File: config.mk
export PLATFORM = sky130hd
export DESIGN_NAME = asd_core
export DESIGN_NICKNAME = d
export VERILOG_FILES = /design/src/logic/asd_pkg.sv /design/src/logic/asd_core.sv /design/src/logic/asd_sync.sv /design/src/logic/asd_fifo.sv
export SDC_FILE = /design/constraint.sdc
export NUM_CORES = 1
export LEC_CHECK = 0
export BUFFER_PORTS_ARGS = -buffer_cell sky130_fd_sc_hd__buf_4
export CELL_PAD_IN_SITES_DETAIL_PLACEMENT = 0
export CELL_PAD_IN_SITES_GLOBAL_PLACEMENT = 1
export CORE_AREA = 2 2 204 206
export CTS_CLUSTER_DIAMETER = 60
export CTS_CLUSTER_SIZE = 28
export DETAILED_ROUTE_END_ITERATION = 7
export DIE_AREA = 0 0 206 208
export PLACE_DENSITY = 0.8
export REMOVE_ABC_BUFFERS = 1
export SYNTH_ARGS = -nofsm -noshare
export SYNTH_HDL_FRONTEND = slang
export SYNTH_SLANG_ARGS = --single-unit
File: constraint.sdc
create_clock -name ref_clk -period 3.4 [get_ports ref_clk]
set_clock_uncertainty 0.15 [all_clocks]
set_input_delay 0.68 -clock ref_clk [delete_from_list [all_inputs] [get_ports ref_clk]]
set_output_delay 0.68 -clock ref_clk [all_outputs]
set_load 0.02 [all_outputs]
File: src/logic/asd_pkg.sv
// Shared constants, register map and state type of the sleep and SMART dispatcher
package asd_pkg;
  // Command opcodes
  localparam logic [7:0] OPC_SLEEP_A = 8'he6;
  localparam logic [7:0] OPC_SLEEP_B = 8'h99;
  localparam logic [7:0] OPC_SMART = 8'hb0;

  // SMART subcommand codes and their two valid ranges
  localparam logic [7:0] SUB_READ_VALUES = 8'hd0;
  localparam logic [7:0] SUB_READ_THRESH = 8'hd1;
  localparam logic [7:0] SUB_LOW_LAST = 8'hd6;
  localparam logic [7:0] SUB_HIGH_FIRST = 8'hd8;
  localparam logic [7:0] SUB_HIGH_LAST = 8'hdb;

  // Key values expected with the SMART opcode
  localparam logic [7:0] KEY_CYL_LOW = 8'h4f;
  localparam logic [7:0] KEY_CYL_HIGH = 8'hc2;

  // Register byte offsets on the AXI4-Lite slave
  localparam logic [11:0] OFS_FEATURE = 12'h000;
  localparam logic [11:0] OFS_SEC_COUNT = 12'h004;
  localparam logic [11:0] OFS_SEC_NUMBER = 12'h008;
  localparam logic [11:0] OFS_CYL_LOW = 12'h00c;
  localparam logic [11:0] OFS_CYL_HIGH = 12'h010;
  localparam logic [11:0] OFS_TARGET = 12'h014;
  localparam logic [11:0] OFS_OPCODE = 12'h018;
  localparam logic [11:0] OFS_STATUS = 12'h01c;
  localparam logic [11:0] OFS_ERROR = 12'h020;
  localparam logic [11:0] OFS_DATA = 12'h024;
  localparam logic [11:0] OFS_DEVCTL = 12'h028;

  // Field positions
  localparam int ST_BUSY = 7;
  localparam int ST_READY = 6;
  localparam int ST_FAULT = 5;
  localparam int ST_SEEK = 4;
  localparam int ST_DRQ = 3;
  localparam int ST_ERR = 0;
  localparam int ERR_ABORT = 2;
  localparam int TGT_DEV = 4;
  localparam int CTL_SRST = 2;

  // Values after reset or abort, and bus answers
  localparam logic [7:0] RST_BYTE = 8'h00;
  localparam logic [7:0] ERR_ABORT_VAL = 8'h04;
  localparam logic [1:0] RESP_OKAY = 2'h0;
  localparam logic [1:0] RESP_SLVERR = 2'h2;

  // Sector transfer: 512 bytes moved as 32-bit words
  localparam int SECTOR_BYTES = 512;
  localparam logic [7:0] SECTOR_WORDS = 8'(SECTOR_BYTES / 4);
  localparam int FIFO_WIDTH = 32;
  localparam int FIFO_DEPTH = 8;

  typedef enum logic [2:0] {
    ASD_IDLE,
    ASD_SPIN_DOWN,
    ASD_SLEEP,
    ASD_SAVE,
    ASD_FETCH,
    ASD_STREAM
  } asd_state_e;

  // True for every subcommand code that the dispatcher accepts
  function automatic logic asd_valid_sub(input logic [7:0] code);
    asd_valid_sub = (code >= SUB_READ_VALUES && code <= SUB_LOW_LAST) ||
                    (code >= SUB_HIGH_FIRST && code <= SUB_HIGH_LAST);
  endfunction
endpackage

File: src/logic/asd_core.sv
// Sleep and SMART command dispatcher with AXI4-Lite task-file registers
// What this block does
// RL1 - Either sleep opcode starts entry into the sleep power state.
// RL2 - Sleep stops the spindle first, then makes the host interface inactive.
// RL3 - Sleep with the spindle already stopped goes straight to sleep.
// RL4 - Sleep ends only by software or hardware reset; host must issue one.
// RL5 - The SMART opcode is the entry point for all SMART subcommands.
// RL6 - Host loads the subcommand code into Features before writing the opcode.
// RL7 - Codes D0h-D6h and D8h-DBh select subcommands; others abort.
// RL8 - Read values saves attributes first, then sends a 512-byte block.
// RL9 - Read thresholds fetches threshold sectors, then sends a 512-byte block.
// RL10 - SMART needs key 4Fh/C2h in cylinder registers; device bit selects target.
// RL11 - Completion clears busy and fault; abort sets abort bit and error status.
`timescale 1ns/10ps
module asd_core #(
  parameter logic DEVICE_NUM = 1'b0
) (
  input wire logic ref_clk,
  input wire logic reset_n,
  input wire logic ce,
  input wire logic [31:0] s_axi_awaddr,
  input wire logic s_axi_awvalid,
  output logic s_axi_awready,
  input wire logic [31:0] s_axi_wdata,
  input wire logic [3:0] s_axi_wstrb,
  input wire logic s_axi_wvalid,
  output logic s_axi_wready,
  output logic [1:0] s_axi_bresp,
  output logic s_axi_bvalid,
  input wire logic s_axi_bready,
  input wire logic [31:0] s_axi_araddr,
  input wire logic s_axi_arvalid,
  output logic s_axi_arready,
  output logic [31:0] s_axi_rdata,
  output logic [1:0] s_axi_rresp,
  output logic s_axi_rvalid,
  input wire logic s_axi_rready,
  input wire logic spindle_stopped,
  output logic spindle_stop,
  output logic interface_inactive,
  output logic attr_save_req,
  input wire logic attr_save_done,
  output logic thr_fetch_req,
  input wire logic thr_fetch_done,
  output logic sector_rd_en,
  output logic sector_sel,
  output logic [6:0] sector_rd_addr,
  input wire logic [31:0] sector_rd_data
);
  typedef struct packed {
    asd_pkg::asd_state_e state;
    logic [7:0] feature, sec_count, sec_number, cyl_low;
    logic [7:0] cyl_high, target, error;
    logic abort_st, srst, aw_got;
    logic [11:0] aw_addr;
    logic w_got;
    logic [31:0] w_data;
    logic [3:0] w_strb;
    logic bvalid;
    logic [1:0] bresp;
    logic rvalid;
    logic [31:0] rdata;
    logic [1:0] rresp;
    logic [7:0] wcnt;
    logic issued, hold_v;
    logic [31:0] hold;
    logic thr_sel, save_req, fetch_req, spin_req;
  } asd_core_s;

  asd_core_s r;
  asd_core_s next_r;
  logic stopped_s, cmd_go, key_ok, busy, rd_go;
  logic [7:0] cmd_op, status;
  logic fifo_in_ready, fifo_out_valid, fifo_pop;
  logic [31:0] fifo_out_data;

  // Address map check shared by the read and write paths
  function automatic logic is_mapped(input logic [11:0] a);
    is_mapped = (a <= asd_pkg::OFS_DEVCTL) && (a[1:0] == 2'h0);
  endfunction

  // The spindle level comes from the motor controller, outside this clock
  asd_sync u_stop_sync (
    .ref_clk(ref_clk),
    .reset_n(reset_n),
    .ce(ce),
    .din(spindle_stopped),
    .dout(stopped_s)
  );

  // Sector words wait here until software drains the data port
  asd_fifo #(
    .WIDTH(asd_pkg::FIFO_WIDTH),
    .DEPTH(asd_pkg::FIFO_DEPTH)
  ) u_fifo (
    .ref_clk(ref_clk),
    .reset_n(reset_n),
    .ce(ce),
    .flush(r.srst),
    .in_valid(r.hold_v),
    .in_ready(fifo_in_ready),
    .in_data(r.hold),
    .out_valid(fifo_out_valid),
    .out_ready(fifo_pop),
    .out_data(fifo_out_data)
  );

  // Status byte is built live from the sequencer state
  assign busy = r.srst || (r.state == asd_pkg::ASD_SPIN_DOWN) ||
                (r.state == asd_pkg::ASD_SAVE) || (r.state == asd_pkg::ASD_FETCH) ||
                (r.state == asd_pkg::ASD_STREAM);
  always_comb begin
    status = 8'h00;
    status[asd_pkg::ST_BUSY] = busy; // [RL11]
    status[asd_pkg::ST_READY] = !busy && (r.state != asd_pkg::ASD_SLEEP);
    status[asd_pkg::ST_FAULT] = 1'b0; // [RL11]
    status[asd_pkg::ST_SEEK] = (r.state != asd_pkg::ASD_SLEEP);
    status[asd_pkg::ST_DRQ] = fifo_out_valid;
    status[asd_pkg::ST_ERR] = r.abort_st; // [RL11]
  end

  // Key check uses what the host loaded before the opcode
  assign key_ok = (r.cyl_low == asd_pkg::KEY_CYL_LOW) &&
                  (r.cyl_high == asd_pkg::KEY_CYL_HIGH); // [RL10]
  assign cmd_op = r.w_data[7:0];
  // A command launches only from idle, for this device, outside soft reset
  assign cmd_go = r.aw_got && r.w_got && (r.aw_addr == asd_pkg::OFS_OPCODE) &&
                  r.w_strb[0] && (r.state == asd_pkg::ASD_IDLE) && !r.srst &&
                  (r.target[asd_pkg::TGT_DEV] == DEVICE_NUM); // [RL10]

  // One word fetch in flight at a time; simple, at some cost in throughput
  assign rd_go = (r.state == asd_pkg::ASD_STREAM) && !r.issued && !r.hold_v &&
                 (r.wcnt < asd_pkg::SECTOR_WORDS);

  // Next-state logic: bus slave, command decode and sequencer
  always_comb begin
    next_r = r;
    fifo_pop = 1'b0;
    // Write address and data are taken independently, in either order
    if (s_axi_awvalid && s_axi_awready) begin
      next_r.aw_got = 1'b1;
      next_r.aw_addr = s_axi_awaddr[11:0];
    end
    if (s_axi_wvalid && s_axi_wready) begin
      next_r.w_got = 1'b1;
      next_r.w_data = s_axi_wdata;
      next_r.w_strb = s_axi_wstrb;
    end
    if (r.bvalid && s_axi_bready) begin
      next_r.bvalid = 1'b0;
    end
    if (r.aw_got && r.w_got) begin
      next_r.aw_got = 1'b0;
      next_r.w_got = 1'b0;
      next_r.bvalid = 1'b1;
      next_r.bresp = is_mapped(r.aw_addr) ? asd_pkg::RESP_OKAY : asd_pkg::RESP_SLVERR;
      // Asleep, only the device control register still listens
      if (r.w_strb[0] && (r.state != asd_pkg::ASD_SLEEP)) begin // [RL2]
        case (r.aw_addr)
          asd_pkg::OFS_FEATURE: next_r.feature = r.w_data[7:0]; // [RL6]
          asd_pkg::OFS_SEC_COUNT: next_r.sec_count = r.w_data[7:0];
          asd_pkg::OFS_SEC_NUMBER: next_r.sec_number = r.w_data[7:0];
          asd_pkg::OFS_CYL_LOW: next_r.cyl_low = r.w_data[7:0];
          asd_pkg::OFS_CYL_HIGH: next_r.cyl_high = r.w_data[7:0];
          asd_pkg::OFS_TARGET: next_r.target = r.w_data[7:0];
          default: begin
          end
        endcase
      end
      if (r.w_strb[0] && (r.aw_addr == asd_pkg::OFS_DEVCTL)) begin
        next_r.srst = r.w_data[asd_pkg::CTL_SRST]; // [RL4]
      end
    end

    // Command decode; the subcommand is whatever Features holds now
    if (cmd_go) begin
      next_r.error = asd_pkg::RST_BYTE;
      next_r.abort_st = 1'b0;
      if ((cmd_op == asd_pkg::OPC_SLEEP_A) || (cmd_op == asd_pkg::OPC_SLEEP_B)) begin // [RL1]
        next_r.spin_req = 1'b1;
        if (stopped_s) begin
          next_r.state = asd_pkg::ASD_SLEEP; // [RL3]
        end else begin
          next_r.state = asd_pkg::ASD_SPIN_DOWN; // [RL2]
        end
      end else if (cmd_op == asd_pkg::OPC_SMART) begin // [RL5]
        if (!key_ok || !asd_pkg::asd_valid_sub(r.feature)) begin // [RL7] [RL10]
          next_r.error = asd_pkg::ERR_ABORT_VAL; // [RL11]
          next_r.abort_st = 1'b1;
        end else if (r.feature == asd_pkg::SUB_READ_VALUES) begin
          next_r.state = asd_pkg::ASD_SAVE; // [RL8]
          next_r.save_req = 1'b1;
          next_r.thr_sel = 1'b0;
        end else if (r.feature == asd_pkg::SUB_READ_THRESH) begin
          next_r.state = asd_pkg::ASD_FETCH; // [RL9]
          next_r.fetch_req = 1'b1;
          next_r.thr_sel = 1'b1;
        end
      end else begin
        next_r.error = asd_pkg::ERR_ABORT_VAL; // [RL11]
        next_r.abort_st = 1'b1;
      end
    end

    // Sequencer
    case (r.state)
      asd_pkg::ASD_IDLE: begin
      end
      asd_pkg::ASD_SPIN_DOWN: begin
        if (stopped_s) begin
          next_r.state = asd_pkg::ASD_SLEEP; // [RL2]
        end
      end
      asd_pkg::ASD_SLEEP: begin
        // Held here; only the soft reset below or reset_n leaves
      end
      asd_pkg::ASD_SAVE: begin
        if (attr_save_done) begin
          next_r.save_req = 1'b0;
          next_r.state = asd_pkg::ASD_STREAM; // [RL8]
          next_r.wcnt = 8'h00;
        end
      end
      asd_pkg::ASD_FETCH: begin
        if (thr_fetch_done) begin
          next_r.fetch_req = 1'b0;
          next_r.state = asd_pkg::ASD_STREAM; // [RL9]
          next_r.wcnt = 8'h00;
        end
      end
      asd_pkg::ASD_STREAM: begin
        if (r.hold_v && fifo_in_ready) begin
          next_r.hold_v = 1'b0;
        end
        if (r.issued) begin
          next_r.issued = 1'b0;
          next_r.hold = sector_rd_data;
          next_r.hold_v = 1'b1;
          next_r.wcnt = r.wcnt + 8'h01;
        end
        if (rd_go) begin
          next_r.issued = 1'b1;
        end
        // Busy drops once the last word has entered the FIFO
        if ((r.wcnt == asd_pkg::SECTOR_WORDS) && !r.hold_v && !r.issued) begin
          next_r.state = asd_pkg::ASD_IDLE; // [RL8] [RL9] [RL11]
        end
      end
      default: next_r.state = asd_pkg::ASD_IDLE;
    endcase

    // Soft reset aborts any sequence and wakes a sleeping drive
    if (r.srst) begin
      next_r.state = asd_pkg::ASD_IDLE; // [RL4]
      next_r.error = asd_pkg::RST_BYTE;
      next_r.abort_st = 1'b0;
      next_r.save_req = 1'b0;
      next_r.fetch_req = 1'b0;
      next_r.spin_req = 1'b0;
      next_r.issued = 1'b0;
      next_r.hold_v = 1'b0;
    end

    // Read channel; a data port read pops one FIFO word
    if (r.rvalid && s_axi_rready) begin
      next_r.rvalid = 1'b0;
    end
    if (s_axi_arvalid && s_axi_arready) begin
      next_r.rvalid = 1'b1;
      next_r.rresp = is_mapped(s_axi_araddr[11:0]) ?
                     asd_pkg::RESP_OKAY : asd_pkg::RESP_SLVERR;
      next_r.rdata = 32'h0000_0000;
      case (s_axi_araddr[11:0])
        asd_pkg::OFS_FEATURE: next_r.rdata[7:0] = r.feature;
        asd_pkg::OFS_SEC_COUNT: next_r.rdata[7:0] = r.sec_count;
        asd_pkg::OFS_SEC_NUMBER: next_r.rdata[7:0] = r.sec_number;
        asd_pkg::OFS_CYL_LOW: next_r.rdata[7:0] = r.cyl_low;
        asd_pkg::OFS_CYL_HIGH: next_r.rdata[7:0] = r.cyl_high;
        asd_pkg::OFS_TARGET: next_r.rdata[7:0] = r.target;
        asd_pkg::OFS_STATUS: next_r.rdata[7:0] = status;
        asd_pkg::OFS_ERROR: next_r.rdata[7:0] = r.error;
        asd_pkg::OFS_DEVCTL: next_r.rdata[asd_pkg::CTL_SRST] = r.srst;
        asd_pkg::OFS_DATA: begin
          next_r.rdata = fifo_out_data;
          fifo_pop = fifo_out_valid;
        end
        default: begin
        end
      endcase
    end
  end

  always_ff @(posedge ref_clk or negedge reset_n) begin
    if (!reset_n) begin
      r <= '0;
    end else if (ce) begin
      r <= next_r;
    end
  end

  // Ports; the write path refuses a new address or word until B is taken
  assign s_axi_awready = !r.aw_got && !r.bvalid;
  assign s_axi_wready = !r.w_got && !r.bvalid;
  assign s_axi_bvalid = r.bvalid;
  assign s_axi_bresp = r.bresp;
  assign s_axi_arready = !r.rvalid && ce;
  assign s_axi_rvalid = r.rvalid;
  assign s_axi_rdata = r.rdata;
  assign s_axi_rresp = r.rresp;
  assign spindle_stop = r.spin_req;
  assign interface_inactive = (r.state == asd_pkg::ASD_SLEEP);
  assign attr_save_req = r.save_req;
  assign thr_fetch_req = r.fetch_req;
  assign sector_rd_en = rd_go && ce;
  assign sector_sel = r.thr_sel;
  assign sector_rd_addr = r.wcnt[6:0];
endmodule

File: src/logic/asd_sync.sv
// Two-flop synchroniser for a level arriving from a pin
`timescale 1ns/10ps
module asd_sync (
  input wire logic ref_clk,
  input wire logic reset_n,
  input wire logic ce,
  input wire logic din,
  output logic dout
);
  typedef struct packed {
    logic meta;
    logic stab;
  } asd_sync_s;

  asd_sync_s r;
  asd_sync_s next_r;

  // First flop feeds only the second
  always_comb begin
    next_r.meta = din;
    next_r.stab = r.meta;
  end

  always_ff @(posedge ref_clk or negedge reset_n) begin
    if (!reset_n) begin
      r <= '0;
    end else if (ce) begin
      r <= next_r;
    end
  end

  assign dout = r.stab;
endmodule

File: src/logic/asd_fifo.sv
// Parameterised FIFO with valid and ready on both sides
`timescale 1ns/10ps
module asd_fifo #(
  parameter int WIDTH = 32,
  parameter int DEPTH = 8
) (
  input wire logic ref_clk,
  input wire logic reset_n,
  input wire logic ce,
  input wire logic flush,
  input wire logic in_valid,
  output logic in_ready,
  input wire logic [WIDTH-1:0] in_data,
  output logic out_valid,
  input wire logic out_ready,
  output logic [WIDTH-1:0] out_data
);
  localparam int AW = $clog2(DEPTH);

  typedef struct packed {
    logic [DEPTH-1:0][WIDTH-1:0] mem;
    logic [AW-1:0] wr_ptr;
    logic [AW-1:0] rd_ptr;
    logic [AW:0] count;
  } asd_fifo_s;

  asd_fifo_s r;
  asd_fifo_s next_r;
  logic push;
  logic pop;

  assign in_ready = (r.count != (AW+1)'(DEPTH));
  assign out_valid = (r.count != '0);
  assign out_data = r.mem[r.rd_ptr];
  assign push = in_valid && in_ready;
  assign pop = out_valid && out_ready;

  // Pointers wrap at the depth, which need not be a power of two
  always_comb begin
    next_r = r;
    if (push) begin
      next_r.mem[r.wr_ptr] = in_data;
      next_r.wr_ptr = (r.wr_ptr == AW'(DEPTH - 1)) ? '0 : r.wr_ptr + AW'(1);
    end
    if (pop) begin
      next_r.rd_ptr = (r.rd_ptr == AW'(DEPTH - 1)) ? '0 : r.rd_ptr + AW'(1);
    end
    next_r.count = r.count + (AW+1)'(push) - (AW+1)'(pop);
    if (flush) begin
      next_r.wr_ptr = '0;
      next_r.rd_ptr = '0;
      next_r.count = '0;
    end
  end

  always_ff @(posedge ref_clk or negedge reset_n) begin
    if (!reset_n) begin
      r <= '0;
    end else if (ce) begin
      r <= next_r;
    end
  end
endmodule

==> impl_metrics.tcl <==
set metrics [dict create \
    nNetsFinal 1686 \
    synth_top_flop_cell "dfrtp_1" \
    via_count 11900 \
    ys_types 79 \
    holdBufCountCts 1 \
    synth_cells 1448 \
    worst_r2r_startpoint "r[129]" \
    ff2ff_setup_slack_ns 0.71 \
    place.gp.congestion 0.825 \
    stdcell_area_um2 22400 \
    antenna_found_initial 0 \
    numCtsBuffers 31 \
    async_reset_ff_frac 1.00 \
    grt_use_met3 0.0285 \
    cp-end-kind "primary output" \
    crit_path_end "sector_rd_en" \
    use_met2 0.338 \
    outcome "complete, no violations" \
    setup_tns_ns 0 \
    cap_viol_max_count 0 \
    min_period_ns 3.04 \
    p_sw_uw 2830 \
    first_pass_iters 7 \
    p_int_uw 7780 \
    postRouteAntennaNets 0 \
    drt-total-wl_um 44600 \
    hp-class "primary input to flop" \
    die_y_um 208 \
    area_growth_syn_to_layout_pct 13.9 \
    ys_ff_latch 426 \
    grt_usage 0.211 \
    startpoint "r[194]" \
    final_cell_mix "423 x dfrtp_1, 334 x mux2_2, 156 x nand2_1" \
    port_buffers 127 \
    die_area_um2 42800 \
    ir_drop_v 0.000390 \
    clock_path_buffers 3 \
    boundaryPins 197 \
    grt_overflow 0 \
    cp.required_ns 2.57 \
    r2r_cells 5 \
    start_kind "flop" \
    cts_tree "done" \
    worst_pin_slew_ns 0.713 \
    setup_viol 0 \
    yosysWarnings 0 \
    antenna_cells 0 \
    fin_util 0.552 \
    crit_fanout 17 \
    timing.fmax_ghz 0.329 \
    power.share.sequential 0.523 \
    syn_avg_cell_area_um2 13.6 \
    final_hold_viol_count 0 \
    initial_utilization 0.485 \
    timing.final.crit_share 0.894 \
    dpl_cell_area_um2 21200 \
    core_area_um2 40600 \
    grt_pass1_wl_um 70900 \
    cts_sinks 426 \
    grt_start_max_net_pins 77 \
    rows 74 \
    holdCritStartpoint "sector_rd_data[16]" \
    drc_errors 0 \
    synth_edf_count 0 \
    yosysSeqAreaShare 0.542 \
    finalMaxSlewViolations 0 \
    wire_per_inst_um 21.4 \
    path_clk_slew_ns 0.10 \
    clk_latency_ns 0.62 \
    cts_root_buf "clkbuf_16" \
    rsz0062_at_grt "no" \
    hold_ws_ns 0.0911 \
    gr-max-usage-layer "met2" \
    power_frac_clock 0.395 \
    powerDensity_nw_per_um2 473 \
    p_leak_uw 0.0108 \
    h-tree-depth 1 \
    cts-resized-gates 0 \
    drive_gt1_frac 0.428 \
    post_cts_buffers 0 \
    drt-initial-drc-count 709 \
    critPathArrivalTime_ns 2.21 \
    syn_area_um2 19700 \
    swShare 0.266 \
    max_slew_margin 0.525 \
    combPwrFrac 0.082 \
    final_common_cell "dfrtp_1" \
    worstReg2RegEnd "r[148]" \
    grtUsageMet1 0.310 \
    grt_pass1_vias 12300 \
    crit_type "flop to primary output" \
    vias_per_cell 5.71 \
    place_hpwl_um 27600 \
    die_x_um 206 \
]
-- logic make-up (layout without fill, tap and decap cells) --
family	Yosys count	count (layout)	synth area share
compound gates	132	132	0.0449
flops	426	426	0.542
mux	447	447	0.293
buf+inv	140	246	0.0376
fa+ha+maj	13	13	0.00865
other cells	1	2	0.000191
xor+xnor	2	2	0.000891
simple gates	287	287	0.0728
-- Yosys cell counts (6+ instances only) --
| library cell | number | area (µm²) |
|---|---|---|
| mux4_2 | 69 | 1550 |
| inv_1 | 17 | 63.8 |
| and3_1 | 8 | 50.1 |
| mux2_2 | 334 | 3760 |
| buf_4 | 43 | 323 |
| dfrtp_1 | 426 | 10700 |
| nor3_1 | 9 | 45.0 |
| a21o_1 | 6 | 45.0 |
| a21oi_1 | 19 | 95.1 |
| a31oi_1 | 10 | 62.6 |
| buf_2 | 42 | 210 |
| clkbuf_1 | 31 | 116 |
| mux2i_1 | 40 | 400 |
| ha_1 | 12 | 150 |
| nor2b_1 | 6 | 37.5 |
| nand3_1 | 13 | 65.1 |
| nand2_1 | 156 | 586 |
| o21ai_0 | 47 | 235 |
| nor2_1 | 38 | 143 |
| buf_1 | 7 | 26.3 |
-- state kept, by name (all words and copies together), names as in the netlist --
signal / count
s_axi_rdata: 32
s_axi_bresp: 1
u_stop_sync.next_r: 1
s_axi_bvalid: 1
sector_rd_addr: 7
thr_fetch_req: 1
s_axi_rresp: 1
u_stop_sync.dout: 1
cmd_op: 8
r: 103
sector_sel: 1
attr_save_req: 1
s_axi_rvalid: 1
u_fifo.r: 266
spindle_stop: 1
-- metrics by stage --
stage / setup WS (ns) / power (µW) / cells
after floorplan: -0.507 / 6030 / 1326
final: 0.360 / 10600 / 2087
after CTS: 0.294 / 10700 / 2087
after global routing: 0.216 / 11000 / 2087
after global placement: 0.0992 / 6500 / 2028
after detailed placement: 0.0883 / 6520 / 2028
-- layout make-up --
cell class	instances	area (µm²)
repair buffers	171	1510
clock inverters	26	372
fillers	3360	18100
clock buffers	32	790
multi-input cells	883	8340
inverters	17	63.8
flip-flops and latches	426	10700
well taps	532	666
-- critical path, stage by stage, from the launching register on --
cell and delay [ns]:
dfrtp_1 0.65, nand3b_1 0.20, nor4b_1 0.54, buf_4 0.25
-- how the worst min path moves through the flow --
stage	cells after the start	endpoint	slack (ns)
after floorplan	0	attr_save_req	0.23
after global placement	1	u_fifo.r[55]	0.31
after detailed placement	2	s_axi_rdata[20]	0.32
after CTS	3	r[12]	0.06
after global routing	3	r[18]	0.08
final	3	r[20]	0.09
-- metal layers --
layer / vias to the layer above / part of all wire
met5: - / 0
met2: 230 / 0.47
li1: 5381 / -
met4: 0 / 0.019
met1: 6265 / 0.47
met3: 49 / 0.040
-- power by group through the flow --
stage	registers, µW	logic [µW]	clock network (µW)
2_1_floorplan	5560	472	0
3_3_place_gp	5640	866	0
3_5_place_dp	5640	880	0
4_1_cts	5540	890	4280
5_1_grt	5580	965	4480
6_report	5550	872	4180
Power figures use the tool's default switching activity.
